==> src/hdl/fe_cfg_map.svh <==
// Register indices, field positions, reset values and decode constants of the front-end config bank
`ifndef FE_CFG_MAP_SVH
`define FE_CFG_MAP_SVH
// ****************************************************************
// Register indices (byte address is four times the index)
// ****************************************************************
`define IDX_GAIN_CTRL 8'hc4
`define IDX_CFG_STATUS 8'hc5
`define IDX_GAIN_PAIR 8'hc9
`define IDX_ATTEN_HPF 8'hcb
`define IDX_CLAMP_OPT 8'hcd
// ****************************************************************
// Field positions
// ****************************************************************
`define BIT_INDEP_GAIN 15
`define BIT_PAIR_OFFSET 0
`define BIT_ATTEN_EN 7
`define LSB_ATTEN_CODE 4
`define LSB_HPF_SEL 2
`define BIT_HALF_CLAMP 15
`define BIT_HARM_FILT 14
`define BIT_CONV_CLAMP 13
`define BIT_DIV3 8
`define BIT_STAT_RSVD 8
// ****************************************************************
// Reset values and decodes
// ****************************************************************
`define REG_RESET 16'h0000
`define GAIN_DB_00 5'h12
`define GAIN_DB_01 5'h18
`define GAIN_DB_10 5'h0c
`define ATTEN_STEP_DB 6'h06
`define HPF_HZ_00 18'h186a0
`define HPF_HZ_01 18'h0c350
`define HPF_HZ_10 18'h30d40
`define HPF_HZ_11 18'h249f0
`define HPF_DIVISOR 18'h00003
`endif

==> src/hdl/fe_cfg_pkg.sv <==
// Types shared by the front-end config bank and its users
package fe_cfg_pkg;
  typedef enum logic [1:0] {
    GAIN_18DB,
    GAIN_24DB,
    GAIN_12DB,
    GAIN_RSVD
  } gain_code_t;

  typedef struct packed {
    logic [7:0] gain_apply;
    logic [7:0][4:0] gain_db;
    logic atten_enable;
    logic [5:0] atten_db;
    logic [17:0] corner_hz;
    logic half_level_clamp;
    logic harmonic_suppress_filter;
    logic converter_stage_clamp;
  } analog_cfg_t;

  typedef struct packed {
    logic hsel;
    logic [11:0] haddr;
    logic [1:0] htrans;
    logic hwrite;
    logic [2:0] hsize;
    logic [31:0] hwdata;
    logic hready;
  } ahb_req_t;
endpackage

==> src/hdl/frontend_gain_filter_config_regs.sv <==
// AHB-Lite register bank for preamp gain, time-gain attenuator and high-pass corner settings
//
// Implementation choice: register access over AHB-Lite.
`timescale 1ns/1ns
`include "fe_cfg_map.svh"
`default_nettype none
module frontend_gain_filter_config_regs #(
  parameter int ADDR_W = 12,
  parameter int PAIRS = 4
) (
  input wire logic clk,
  input wire logic nrst,
  input wire fe_cfg_pkg::ahb_req_t bus_req,
  output logic hreadyout,
  output logic hresp,
  output logic [31:0] hrdata,
  output fe_cfg_pkg::analog_cfg_t analog_cfg
);
  import fe_cfg_pkg::*;

  // ****************************************************************
  // Elaboration checks
  // ****************************************************************
  if (ADDR_W != 12) begin : g_bad_addr
    $error("ADDR_W must be 12 to match the request struct");
  end
  if (PAIRS != 4) begin : g_bad_pairs
    $error("PAIRS must be 4: the gain byte holds four pair fields");
  end

  // ****************************************************************
  // Bus address and data phase
  // ****************************************************************
  logic addr_take;
  logic wr_pend_reg;
  logic rd_pend_reg;
  logic rd_wait_reg;
  logic [7:0] idx_reg;
  logic [7:0] idx_next;

  assign addr_take = bus_req.hsel && bus_req.htrans[1] && bus_req.hready;
  assign idx_next = bus_req.haddr[9:2];

  always_ff @(posedge clk) begin
    if (!nrst) begin
      wr_pend_reg <= 1'b0;
      rd_pend_reg <= 1'b0;
      idx_reg <= 8'h00;
    end else if (bus_req.hready) begin
      wr_pend_reg <= addr_take && bus_req.hwrite && (bus_req.haddr[11:10] == 2'h0);
      rd_pend_reg <= addr_take && !bus_req.hwrite;
      idx_reg <= (bus_req.haddr[11:10] == 2'h0) ? idx_next : 8'hff;
    end
  end

  // Reads take one wait state so a write just before is seen, except in the status atten_db field, which is registered one cycle later
  always_ff @(posedge clk) begin
    if (!nrst) begin
      rd_wait_reg <= 1'b0;
    end else begin
      rd_wait_reg <= rd_pend_reg && !rd_wait_reg;
    end
  end

  assign hreadyout = !(rd_pend_reg && !rd_wait_reg);
  assign hresp = 1'b0;

  logic wr_gain_ctrl;
  logic wr_gain_pair;
  logic wr_atten;
  logic wr_clamp;
  assign wr_gain_ctrl = wr_pend_reg && (idx_reg == `IDX_GAIN_CTRL);
  assign wr_gain_pair = wr_pend_reg && (idx_reg == `IDX_GAIN_PAIR);
  assign wr_atten = wr_pend_reg && (idx_reg == `IDX_ATTEN_HPF);
  assign wr_clamp = wr_pend_reg && (idx_reg == `IDX_CLAMP_OPT);

  // ****************************************************************
  // Control register
  // ****************************************************************
  logic indep_gain_reg;
  logic pair_offset_reg;

  always_ff @(posedge clk) begin
    if (!nrst) begin
      indep_gain_reg <= 1'(`REG_RESET >> `BIT_INDEP_GAIN);
      pair_offset_reg <= 1'(`REG_RESET >> `BIT_PAIR_OFFSET);
    end else if (wr_gain_ctrl) begin
      indep_gain_reg <= bus_req.hwdata[`BIT_INDEP_GAIN];
      pair_offset_reg <= bus_req.hwdata[`BIT_PAIR_OFFSET];
    end
  end

  // ****************************************************************
  // Per-channel gain storage
  // ****************************************************************
  logic [2*PAIRS-1:0][1:0] ch_gain_reg;
  logic [2*PAIRS-1:0] ch_rsvd;

  for (genvar p = 0; p < PAIRS; p++) begin : g_pair
    // pair p sits in bits 2p+1..2p
    // even channel always, odd one only without offset
    always_ff @(posedge clk) begin
      if (!nrst) begin
        ch_gain_reg[2*p+1] <= 2'(`REG_RESET >> (2*p));
      end else if (wr_gain_pair) begin
        ch_gain_reg[2*p+1] <= bus_req.hwdata[2*p+:2];
      end
    end
    always_ff @(posedge clk) begin
      if (!nrst) begin
        ch_gain_reg[2*p] <= 2'(`REG_RESET >> (2*p));
      end else if (wr_gain_pair && !pair_offset_reg) begin
        ch_gain_reg[2*p] <= bus_req.hwdata[2*p+:2];
      end
    end
  end

  for (genvar c = 0; c < 2*PAIRS; c++) begin : g_chan
    // decode applies only with independent gain selected
    always_ff @(posedge clk) begin
      if (!nrst) begin
        analog_cfg.gain_apply[c] <= 1'b0;
        analog_cfg.gain_db[c] <= 5'h00;
      end else begin
        analog_cfg.gain_apply[c] <= indep_gain_reg && (gain_code_t'(ch_gain_reg[c]) != GAIN_RSVD);
        case (gain_code_t'(ch_gain_reg[c]))
          GAIN_18DB: analog_cfg.gain_db[c] <= indep_gain_reg ? `GAIN_DB_00 : 5'h00;
          GAIN_24DB: analog_cfg.gain_db[c] <= indep_gain_reg ? `GAIN_DB_01 : 5'h00;
          GAIN_12DB: analog_cfg.gain_db[c] <= indep_gain_reg ? `GAIN_DB_10 : 5'h00;
          default: analog_cfg.gain_db[c] <= 5'h00;
        endcase
      end
    end
    assign ch_rsvd[c] = indep_gain_reg && (gain_code_t'(ch_gain_reg[c]) == GAIN_RSVD);
  end

  // ****************************************************************
  // Attenuator and high-pass corner register
  // ****************************************************************
  logic atten_en_reg;
  logic [2:0] atten_code_reg;
  logic [1:0] hpf_sel_reg;

  // reserved bits 15-8 and 1-0 are not stored
  always_ff @(posedge clk) begin
    if (!nrst) begin
      atten_en_reg <= 1'(`REG_RESET >> `BIT_ATTEN_EN);
      atten_code_reg <= 3'(`REG_RESET >> `LSB_ATTEN_CODE);
      hpf_sel_reg <= 2'(`REG_RESET >> `LSB_HPF_SEL);
    end else if (wr_atten) begin
      atten_en_reg <= bus_req.hwdata[`BIT_ATTEN_EN];
      atten_code_reg <= bus_req.hwdata[`LSB_ATTEN_CODE+:3];
      hpf_sel_reg <= bus_req.hwdata[`LSB_HPF_SEL+:2];
    end
  end

  // ****************************************************************
  // Clamp and filter option register
  // ****************************************************************
  logic half_clamp_reg;
  logic harm_filt_reg;
  logic conv_clamp_reg;
  logic div3_reg;

  always_ff @(posedge clk) begin
    if (!nrst) begin
      half_clamp_reg <= 1'(`REG_RESET >> `BIT_HALF_CLAMP);
      harm_filt_reg <= 1'(`REG_RESET >> `BIT_HARM_FILT);
      conv_clamp_reg <= 1'(`REG_RESET >> `BIT_CONV_CLAMP);
      div3_reg <= 1'(`REG_RESET >> `BIT_DIV3);
    end else if (wr_clamp) begin
      half_clamp_reg <= bus_req.hwdata[`BIT_HALF_CLAMP];
      harm_filt_reg <= bus_req.hwdata[`BIT_HARM_FILT];
      conv_clamp_reg <= bus_req.hwdata[`BIT_CONV_CLAMP];
      div3_reg <= bus_req.hwdata[`BIT_DIV3];
    end
  end

  // ****************************************************************
  // Analog settings
  // ****************************************************************
  logic [17:0] corner_base;

  always_comb begin
    case (hpf_sel_reg)
      2'h0: corner_base = `HPF_HZ_00;
      2'h1: corner_base = `HPF_HZ_01;
      2'h2: corner_base = `HPF_HZ_10;
      default: corner_base = `HPF_HZ_11;
    endcase
  end

  always_ff @(posedge clk) begin
    if (!nrst) begin
      analog_cfg.atten_enable <= 1'b0;
      analog_cfg.atten_db <= 6'h00;
    end else begin
      analog_cfg.atten_enable <= atten_en_reg;
      // six dB per code step only while enabled
      analog_cfg.atten_db <= atten_en_reg ? 6'(6'(atten_code_reg) * `ATTEN_STEP_DB) : 6'h00;
    end
  end

  always_ff @(posedge clk) begin
    if (!nrst) begin
      analog_cfg.corner_hz <= `HPF_HZ_00;
    end else begin
      analog_cfg.corner_hz <= div3_reg ? corner_base / `HPF_DIVISOR : corner_base;
    end
  end

  always_ff @(posedge clk) begin
    if (!nrst) begin
      analog_cfg.half_level_clamp <= 1'b0;
      analog_cfg.harmonic_suppress_filter <= 1'b0;
      analog_cfg.converter_stage_clamp <= 1'b0;
    end else begin
      analog_cfg.half_level_clamp <= half_clamp_reg;
      analog_cfg.harmonic_suppress_filter <= harm_filt_reg;
      analog_cfg.converter_stage_clamp <= conv_clamp_reg;
    end
  end

  // ****************************************************************
  // Read data
  // ****************************************************************
  logic [31:0] rd_word;
  logic [7:0] gain_even;

  for (genvar q = 0; q < PAIRS; q++) begin : g_rd
    assign gain_even[2*q+:2] = ch_gain_reg[2*q+1];
  end

  // Unmapped reads and reserved bits return zero
  always_comb begin
    rd_word = 32'h0000_0000;
    case (idx_reg)
      `IDX_GAIN_CTRL: begin
        rd_word[`BIT_INDEP_GAIN] = indep_gain_reg;
        rd_word[`BIT_PAIR_OFFSET] = pair_offset_reg;
      end
      `IDX_CFG_STATUS: begin
        rd_word[5:0] = analog_cfg.atten_db;
        rd_word[`BIT_STAT_RSVD] = |ch_rsvd;
      end
      `IDX_GAIN_PAIR: rd_word[7:0] = gain_even;
      `IDX_ATTEN_HPF: begin
        rd_word[`BIT_ATTEN_EN] = atten_en_reg;
        rd_word[`LSB_ATTEN_CODE+:3] = atten_code_reg;
        rd_word[`LSB_HPF_SEL+:2] = hpf_sel_reg;
      end
      `IDX_CLAMP_OPT: begin
        rd_word[`BIT_HALF_CLAMP] = half_clamp_reg;
        rd_word[`BIT_HARM_FILT] = harm_filt_reg;
        rd_word[`BIT_CONV_CLAMP] = conv_clamp_reg;
        rd_word[`BIT_DIV3] = div3_reg;
      end
      default: rd_word = 32'h0000_0000;
    endcase
  end

  always_ff @(posedge clk) begin
    if (!nrst) begin
      hrdata <= 32'h0000_0000;
    end else if (rd_pend_reg && !rd_wait_reg) begin
      hrdata <= rd_word;
    end
  end
endmodule
`default_nettype wire

==> config.mk <==
export PLATFORM = sky130hd
export DESIGN_NAME = frontend_gain_filter_config_regs
export DESIGN_NICKNAME = d
export VERILOG_FILES = /design/src/hdl/fe_cfg_pkg.sv /design/src/hdl/frontend_gain_filter_config_regs.sv
export VERILOG_INCLUDE_DIRS = /design/src /design/src/hdl
export SDC_FILE = /design/constraint.sdc
export NUM_CORES = 1
export LEC_CHECK = 0
export BUFFER_PORTS_ARGS = -buffer_cell sky130_fd_sc_hd__buf_2
export CELL_PAD_IN_SITES_DETAIL_PLACEMENT = 0
export CELL_PAD_IN_SITES_GLOBAL_PLACEMENT = 1
export CORE_ASPECT_RATIO = 0.7
export CORE_MARGIN = 4
export CORE_UTILIZATION = 39
export CTS_CLUSTER_DIAMETER = 80
export DETAILED_ROUTE_END_ITERATION = 10
export GPL_TIMING_DRIVEN = 1
export PLACE_DENSITY = 0.89
export SLEW_MARGIN = 0
export SYNTH_ARGS = -nofsm -noshare
export SYNTH_HDL_FRONTEND = slang
export SYNTH_SLANG_ARGS = --single-unit
==> constraint.sdc <==
create_clock -name clk -period 5.1 [get_ports clk]
set_input_delay 0.765 -clock clk [delete_from_list [all_inputs] [get_ports clk]]
set_output_delay 0.765 -clock clk [all_outputs]
set_load 0.1 [all_outputs]
==> impl_metrics.yaml, run 1 <==
floorplan:
  die_w_um: 140
  io_pins: 164
  coreArea_sq_mm: 0.0118
  fp.dieArea_sq_mm: 0.0140
  dieHeight_um: 100
  start_util: 0.401
  num_rows: 33
logic_synthesis:
  syn_inst: 511
  synth.most_common_cell: "dfxtp_1"
  synth-edff-count: 0
  synth_area_leaders: "dfxtp_1 (48%), buf_4 (5.4%), a21boi_0 (4.9%), nand2_1 (3.9%), nand3_1 (3.2%)"
  yosys.area.top_type: "dfxtp_1"
  yosysWarnings: 0
  ys_async_sr_fraction: 0
  ys.flop_type: "dfxtp_1"
  yosysTopAreaCellShare: 0.483
  syn-cell-area_sq_mm: 0.00472
  ys_seq_elements: 114
  avgSynthCellArea_sq_um: 9.24
  synth_seq_area_share: 0.483
  synth_top_cells_by_count: "dfxtp_1 (114), nand2_1 (49), buf_4 (34), clkbuf_1 (34), nor2_1 (34)"
  yosys.cell_types.count: 61
pwr:
  pwr-share-clk: 0.533
  p_per_area_mw_per_mm2: 391
  p_leak_uw: 0.00245
  peakVddDrop_mv: 0.206
  switching_share: 0.252
  switchingPower_uw: 571
  power_frac_comb: 0.068
  p_int_uw: 1690
  seq_power_share: 0.399
cells_and_area:
  drive_gt1_frac: 0.256
  syn2layout_area_growth_pct: 22.5
  largest_reg_flops: 63
  nets: 661
  antenna_cells: 0
  fin_util: 0.491
critical_path:
  crit_fanout: 12
  crit_chain: "nor2b_1, inv_1, buf_2"
  critPathKind: "register to primary output"
  cpMaxStageDelayCell: "nor2b_1"
  crit_arrival_ns: 2.27
  worstSetupStartpointType: "register"
  worst_ep_required_time_ns: 4.34
  max_stage_delay_ns: 0.66
  end_kind: "primary output"
placed_design:
  portBuffers: 107
  dp_hpwl_mm: 8.27
  gp_congestion: 0.864
  dp_slack_ns: 2.29
worst_hold_path:
  hold_class: "register to register"
cts:
  htree_levels: 4
  cts-root-buf: "clkbuf_16"
  postCtsHoldBufs: 0
  clk_pin_slew_ns: 0.06
  clock_path_buffers: 2
  cts_setup_buffers: 0
  cts_tree: "done"
  cts_resized: 0
  numCtsBuffers: 17
  cts.sinks: 114
  clock_latency_ns: 0.41
global_route:
  first_global_vias: 3659
  track_usage: 0.169
  grt_pass1_wl_mm: 18.9
  grt_max_degree: 69
  antenna_found_initial: 0
  grt-ovfl-total: 0
route:
  drt-total-wl_mm: 11.7
  dr.first_iter.drc_count: 281
  firstDrtPassIters: 5
  postRouteAntennaNets: 0
  post_drt_wl_per_cell_um: 15.2
  drt-vias-per-instance: 5.09
  vias: 3896
  drcViolationCount: 0
flow_run:
  max-cap-violations: 0
sta:
  slew_viol_final: 0
  rsz0062_at_grt: "false"
  fin_skew_ns: 0.00733
  holdWs_ns: 0.469
  fmax_mhz: 329
  setup_viol: 0
  worstMarginPinSlew_ns: 1.19
  finalCriticalPeriod_ns: 3.04
  setup_tns_ns: 0
  timing.final.ws_setup_ns: 2.06
  finalCritPeriodShare: 0.595
  finalHoldViolCount: 0
  maxSlewHeadroom: 0.203
run_status:
  outcome: "completed"
-- layer usage --
metal | vias up | wire length, um | GRT usage
li1 | 1885 | - | -
met1 | 1848 | 5390 | 0.231
met2 | 146 | 5200 | 0.250
met3 | 17 | 874 | 0.0543
met4 | 0 | 218 | 0.0669
met5 | - | 0 | 0
-- layout by cell type, fill, tap and decap left out, types with 13 or more instances in the layout --
cell type / Yosys / final
a21oi_1: 21 / 21
nor3_1: 14 / 14
a21boi_0: 31 / 31
nor2_1: 34 / 34
nor3b_1: 13 / 13
nand2_1: 49 / 49
inv_1: 16 / 16
clkbuf_16: 0 / 17
conb_1: 1 / 30
o21ai_0: 13 / 13
buf_2: 2 / 107
dfxtp_1: 114 / 114
nand3_1: 30 / 30
-- critical path: cells and delay by family (launching register included) --
family / cells / cell delay (ns)
buffers and inverters: 2 / 0.87
flip-flops: 1 / 0.33
AND/OR/NAND/NOR: 1 / 0.66
-- through the flow --
| stage | std cells | cell area (sq um) | total power, uW |
|---|---|---|---|
| floorplan | 540 | 4830 | 1070 |
| global placement | 734 | 5170 | 1070 |
| detailed placement | 734 | 5170 | 1070 |
| CTS | 766 | 5780 | 2280 |
| global route | 766 | 5780 | 2330 |
| finish | 766 | 5780 | 2260 |
-- power groups by stage --
stage          Clock (uW)  Sequential (uW)  Combinational (uW)
3_3_place_gp            0              922                 151
2_1_floorplan           0              931                 140
5_1_grt              1270              904                 159
6_report             1210              903                 154
3_5_place_dp            0              922                 152
4_1_cts              1230              903                 153
-- logic make-up after synthesis --
family / after synthesis / synth area share
compound gates: 110 / 0.173
mux: 3 / 0.00663
other cells: 1 / 0.000794
flops: 114 / 0.483
buf+inv: 89 / 0.100
fa+ha+maj: 11 / 0.0307
xor+xnor: 10 / 0.0186
simple gates: 173 / 0.187
-- path summary, 6_finish.rpt --
check / end / depth (start not counted) / slack (ns) / from
max: hreadyout / 3 / 2.06 / rd_pend_reg$_SDFFE_PN0P_
min reg2reg: hrdata[14]$_SDFFE_PN0P_ / 2 / 0.47 / hrdata[14]$_SDFFE_PN0P_
min: hrdata[14]$_SDFFE_PN0P_ / 2 / 0.47 / hrdata[14]$_SDFFE_PN0P_
max reg2reg: ch_gain_reg[1]$_SDFFE_PN0P_ / 6 / 2.17 / idx_reg[5]$_SDFFE_PN0P_
-- layout make-up --
type / count / area [sq um]
flip-flops and latches: 114 / 2280
clock inverters: 15 / 185
inverters: 16 / 60.1
well taps: 157 / 196
repair buffers: 110 / 558
clock buffers: 17 / 425
multi-input cells: 337 / 2070
fillers: 1100 / 5990
Power figures use the tool's default switching activity.
==> inputs of run 2 (changes only) <==
--- a/config.mk
+++ b/config.mk
@@ -11,11 +11,11 @@
 export CELL_PAD_IN_SITES_GLOBAL_PLACEMENT = 1
 export CORE_ASPECT_RATIO = 0.7
 export CORE_MARGIN = 4
-export CORE_UTILIZATION = 39
+export CORE_UTILIZATION = 37
 export CTS_CLUSTER_DIAMETER = 80
 export DETAILED_ROUTE_END_ITERATION = 10
 export GPL_TIMING_DRIVEN = 1
-export PLACE_DENSITY = 0.89
+export PLACE_DENSITY = 0.85
 export SLEW_MARGIN = 0
 export SYNTH_ARGS = -nofsm -noshare
 export SYNTH_HDL_FRONTEND = slang
==> constraint.sdc (replaced) <==
create_clock -name clk -period 2.9 [get_ports clk]
set_input_delay 0.435 -clock clk [delete_from_list [all_inputs] [get_ports clk]]
set_output_delay 0.435 -clock clk [all_outputs]
set_load 0.1 [all_outputs]
==> run 2 against run 1 <==
  * Via count decreased by 0.13%
  * Worst setup slack worse by 1.8 ns
  * Register-to-register slack got worse by 1.9 ns
  * Final area grew 0.95%
  * Worst hold slack lost 0.16 ns
  * First-iteration DRC count increased by 22%
  * Clock power rose by 70%
  * Utilization fell by 2.3 points
  * Critical path depth is 5 higher
  * Non-clock buffer count increased by 8
  * Die area increased by 5.0%
==> impl_metrics.yaml, run 2 (same netlist as run 1, synthesis figures left out) <==
pwr:
  switchingPower_uw: 970
  seq_power_share: 0.406
  switching_share: 0.248
  p_leak_uw: 0.00248
  power_frac_comb: 0.069
  peakVddDrop_mv: 0.377
  p_int_uw: 2950
  p_per_area_mw_per_mm2: 671
  pwr-share-clk: 0.525
sta:
  finalHoldViolCount: 0
  setup_tns_ns: 0
  slew_viol_final: 0
  finalCriticalPeriod_ns: 2.64
  fmax_mhz: 379
  fin_skew_ns: 0.0133
  rsz0062_at_grt: "false"
  holdWs_ns: 0.305
  finalCritPeriodShare: 0.910
  maxSlewHeadroom: 0.562
  worstMarginPinSlew_ns: 0.656
  setup_viol: 0
placed_design:
  dpl_cell_area_sq_mm: 0.00524
  dp_cells: 747
  portBuffers: 107
  gp_congestion: 0.831
  dp_hpwl_mm: 8.48
global_route:
  grt-ovfl-total: 0
  antenna_found_initial: 0
  first_global_vias: 3548
  track_usage: 0.159
  grt_pass1_wl_mm: 18.2
  grt_max_degree: 69
cts:
  cts_tree: "done"
  cts_setup_buffers: 0
  cts-root-buf: "clkbuf_16"
  clk_pin_slew_ns: 0.05
  clock_latency_ns: 0.41
  htree_levels: 4
  numCtsBuffers: 17
  cts_resized: 0
  clock_path_buffers: 2
  postCtsHoldBufs: 0
  cts.sinks: 114
cells_and_area:
  final_common_cell: "dfxtp_1"
  num-fill-cells: 1200
  multi_input_area_sq_mm: 0.00207
  fin_area_sq_mm: 0.00584
  drive_gt1_frac: 0.266
  largest_reg_flops: 63
  register_area_sq_mm: 0.00228
  nets: 669
  final_cell_mix: "dfxtp_1 (114), buf_2 (107), nand2_1 (49)"
  syn2layout_area_growth_pct: 23.6
  antenna_cells: 0
  final_cells: 779
route:
  drcViolationCount: 0
  vias: 3891
  postRouteAntennaNets: 0
  firstDrtPassIters: 7
  post_drt_wl_per_cell_um: 15.1
  wl_met1_mm: 5.27
  met3_length_um: 957
  drt-vias-per-instance: 4.99
  dr.first_iter.drc_count: 342
  drt-total-wl_mm: 11.8
  routed.top_layer: "met4"
  met2_length_mm: 5.40
floorplan:
  coreArea_sq_mm: 0.0125
  io_pins: 164
  die_w_um: 143
  fp.dieArea_sq_mm: 0.0147
  start_util: 0.379
  dieHeight_um: 103
  num_rows: 34
worst_hold_path:
  hold_class: "input port to register"
critical_path:
  end_kind: "register"
  worstSetupStartpointType: "register"
  worst_ep_required_time_ns: 3.18
  crit_fanout: 11
  critPathKind: "register to register"
  crit_arrival_ns: 2.92
run_status:
  outcome: "completed"
flow_run:
  max-cap-violations: 0
-- run 2: cell count changes in the layout (fill, tap and decap cells not counted) --
| cell | change |
|---|---|
| buf_4 | +8 |
| bufinv_16 | -1 |
| clkbuf_8 | +3 |
| clkinv_2 | +1 |
| clkinv_4 | -2 |
| clkinvlp_4 | +1 |
| inv_6 | -2 |
-- run 2: worst max-delay path, cell delays in order, from the launching register on --
cell and delay, ns:
dfxtp_1 0.47, inv_1 0.15, ha_1 0.53, nand2b_1 0.13, o221a_1 0.18, or4_1 0.53
nor3_2 0.17, a21oi_1 0.06, o41a_1 0.32
-- run 2: routing by layer --
metal | vias to the layer above | track usage
met3 | 12 | 0.0501
met4 | 0 | 0.0526
met5 | - | 0
li1 | 1913 | -
met1 | 1837 | 0.210
met2 | 129 | 0.249
-- run 2: power by group through the flow --
stage / Clock, uW / Combinational, uW / Sequential [uW]
after floorplan: 0 / 246 / 1640
after global placement: 0 / 267 / 1620
after detailed placement: 0 / 268 / 1620
after CTS: 2090 / 269 / 1590
after global routing: 2160 / 281 / 1590
final: 2060 / 270 / 1590
-- run 2: path summary, 6_finish.rpt --
check,from,end,slack (ns),cells after the start
setup / recovery,hpf_sel_reg[0]$_SDFFE_PN0P_,analog_cfg[10]$_SDFF_PN1_,0.26,8
setup reg to reg,hpf_sel_reg[0]$_SDFFE_PN0P_,analog_cfg[10]$_SDFF_PN1_,0.26,8
hold reg to reg,hrdata[14]$_SDFFE_PN0P_,hrdata[14]$_SDFFE_PN0P_,0.46,2
hold / removal,bus_req[15],harm_filt_reg$_SDFFE_PN0P_,0.30,3
-- run 2: stage by stage --
| step | total power [uW] | utilization | setup WS, ns |
|---|---|---|---|
| 2_1_floorplan | 1880 | - | 0.500 |
| 3_3_place_gp | 1890 | 0.420 | 0.376 |
| 3_5_place_dp | 1890 | 0.420 | 0.277 |
| 4_1_cts | 3950 | 0.468 | 0.278 |
| 5_1_grt | 4040 | 0.468 | 0.133 |
| 6_report | 3920 | 0.468 | 0.261 |
-- run 2: area by class of cell --
type | count | share of cell area
clock buffers | 20 | 0.0800
multi-input cells | 337 | 0.355
clock inverters | 12 | 0.0227
repair buffers | 118 | 0.106
inverters | 16 | 0.0103
well taps | 162 | 0.0347
flip-flops and latches | 114 | 0.391
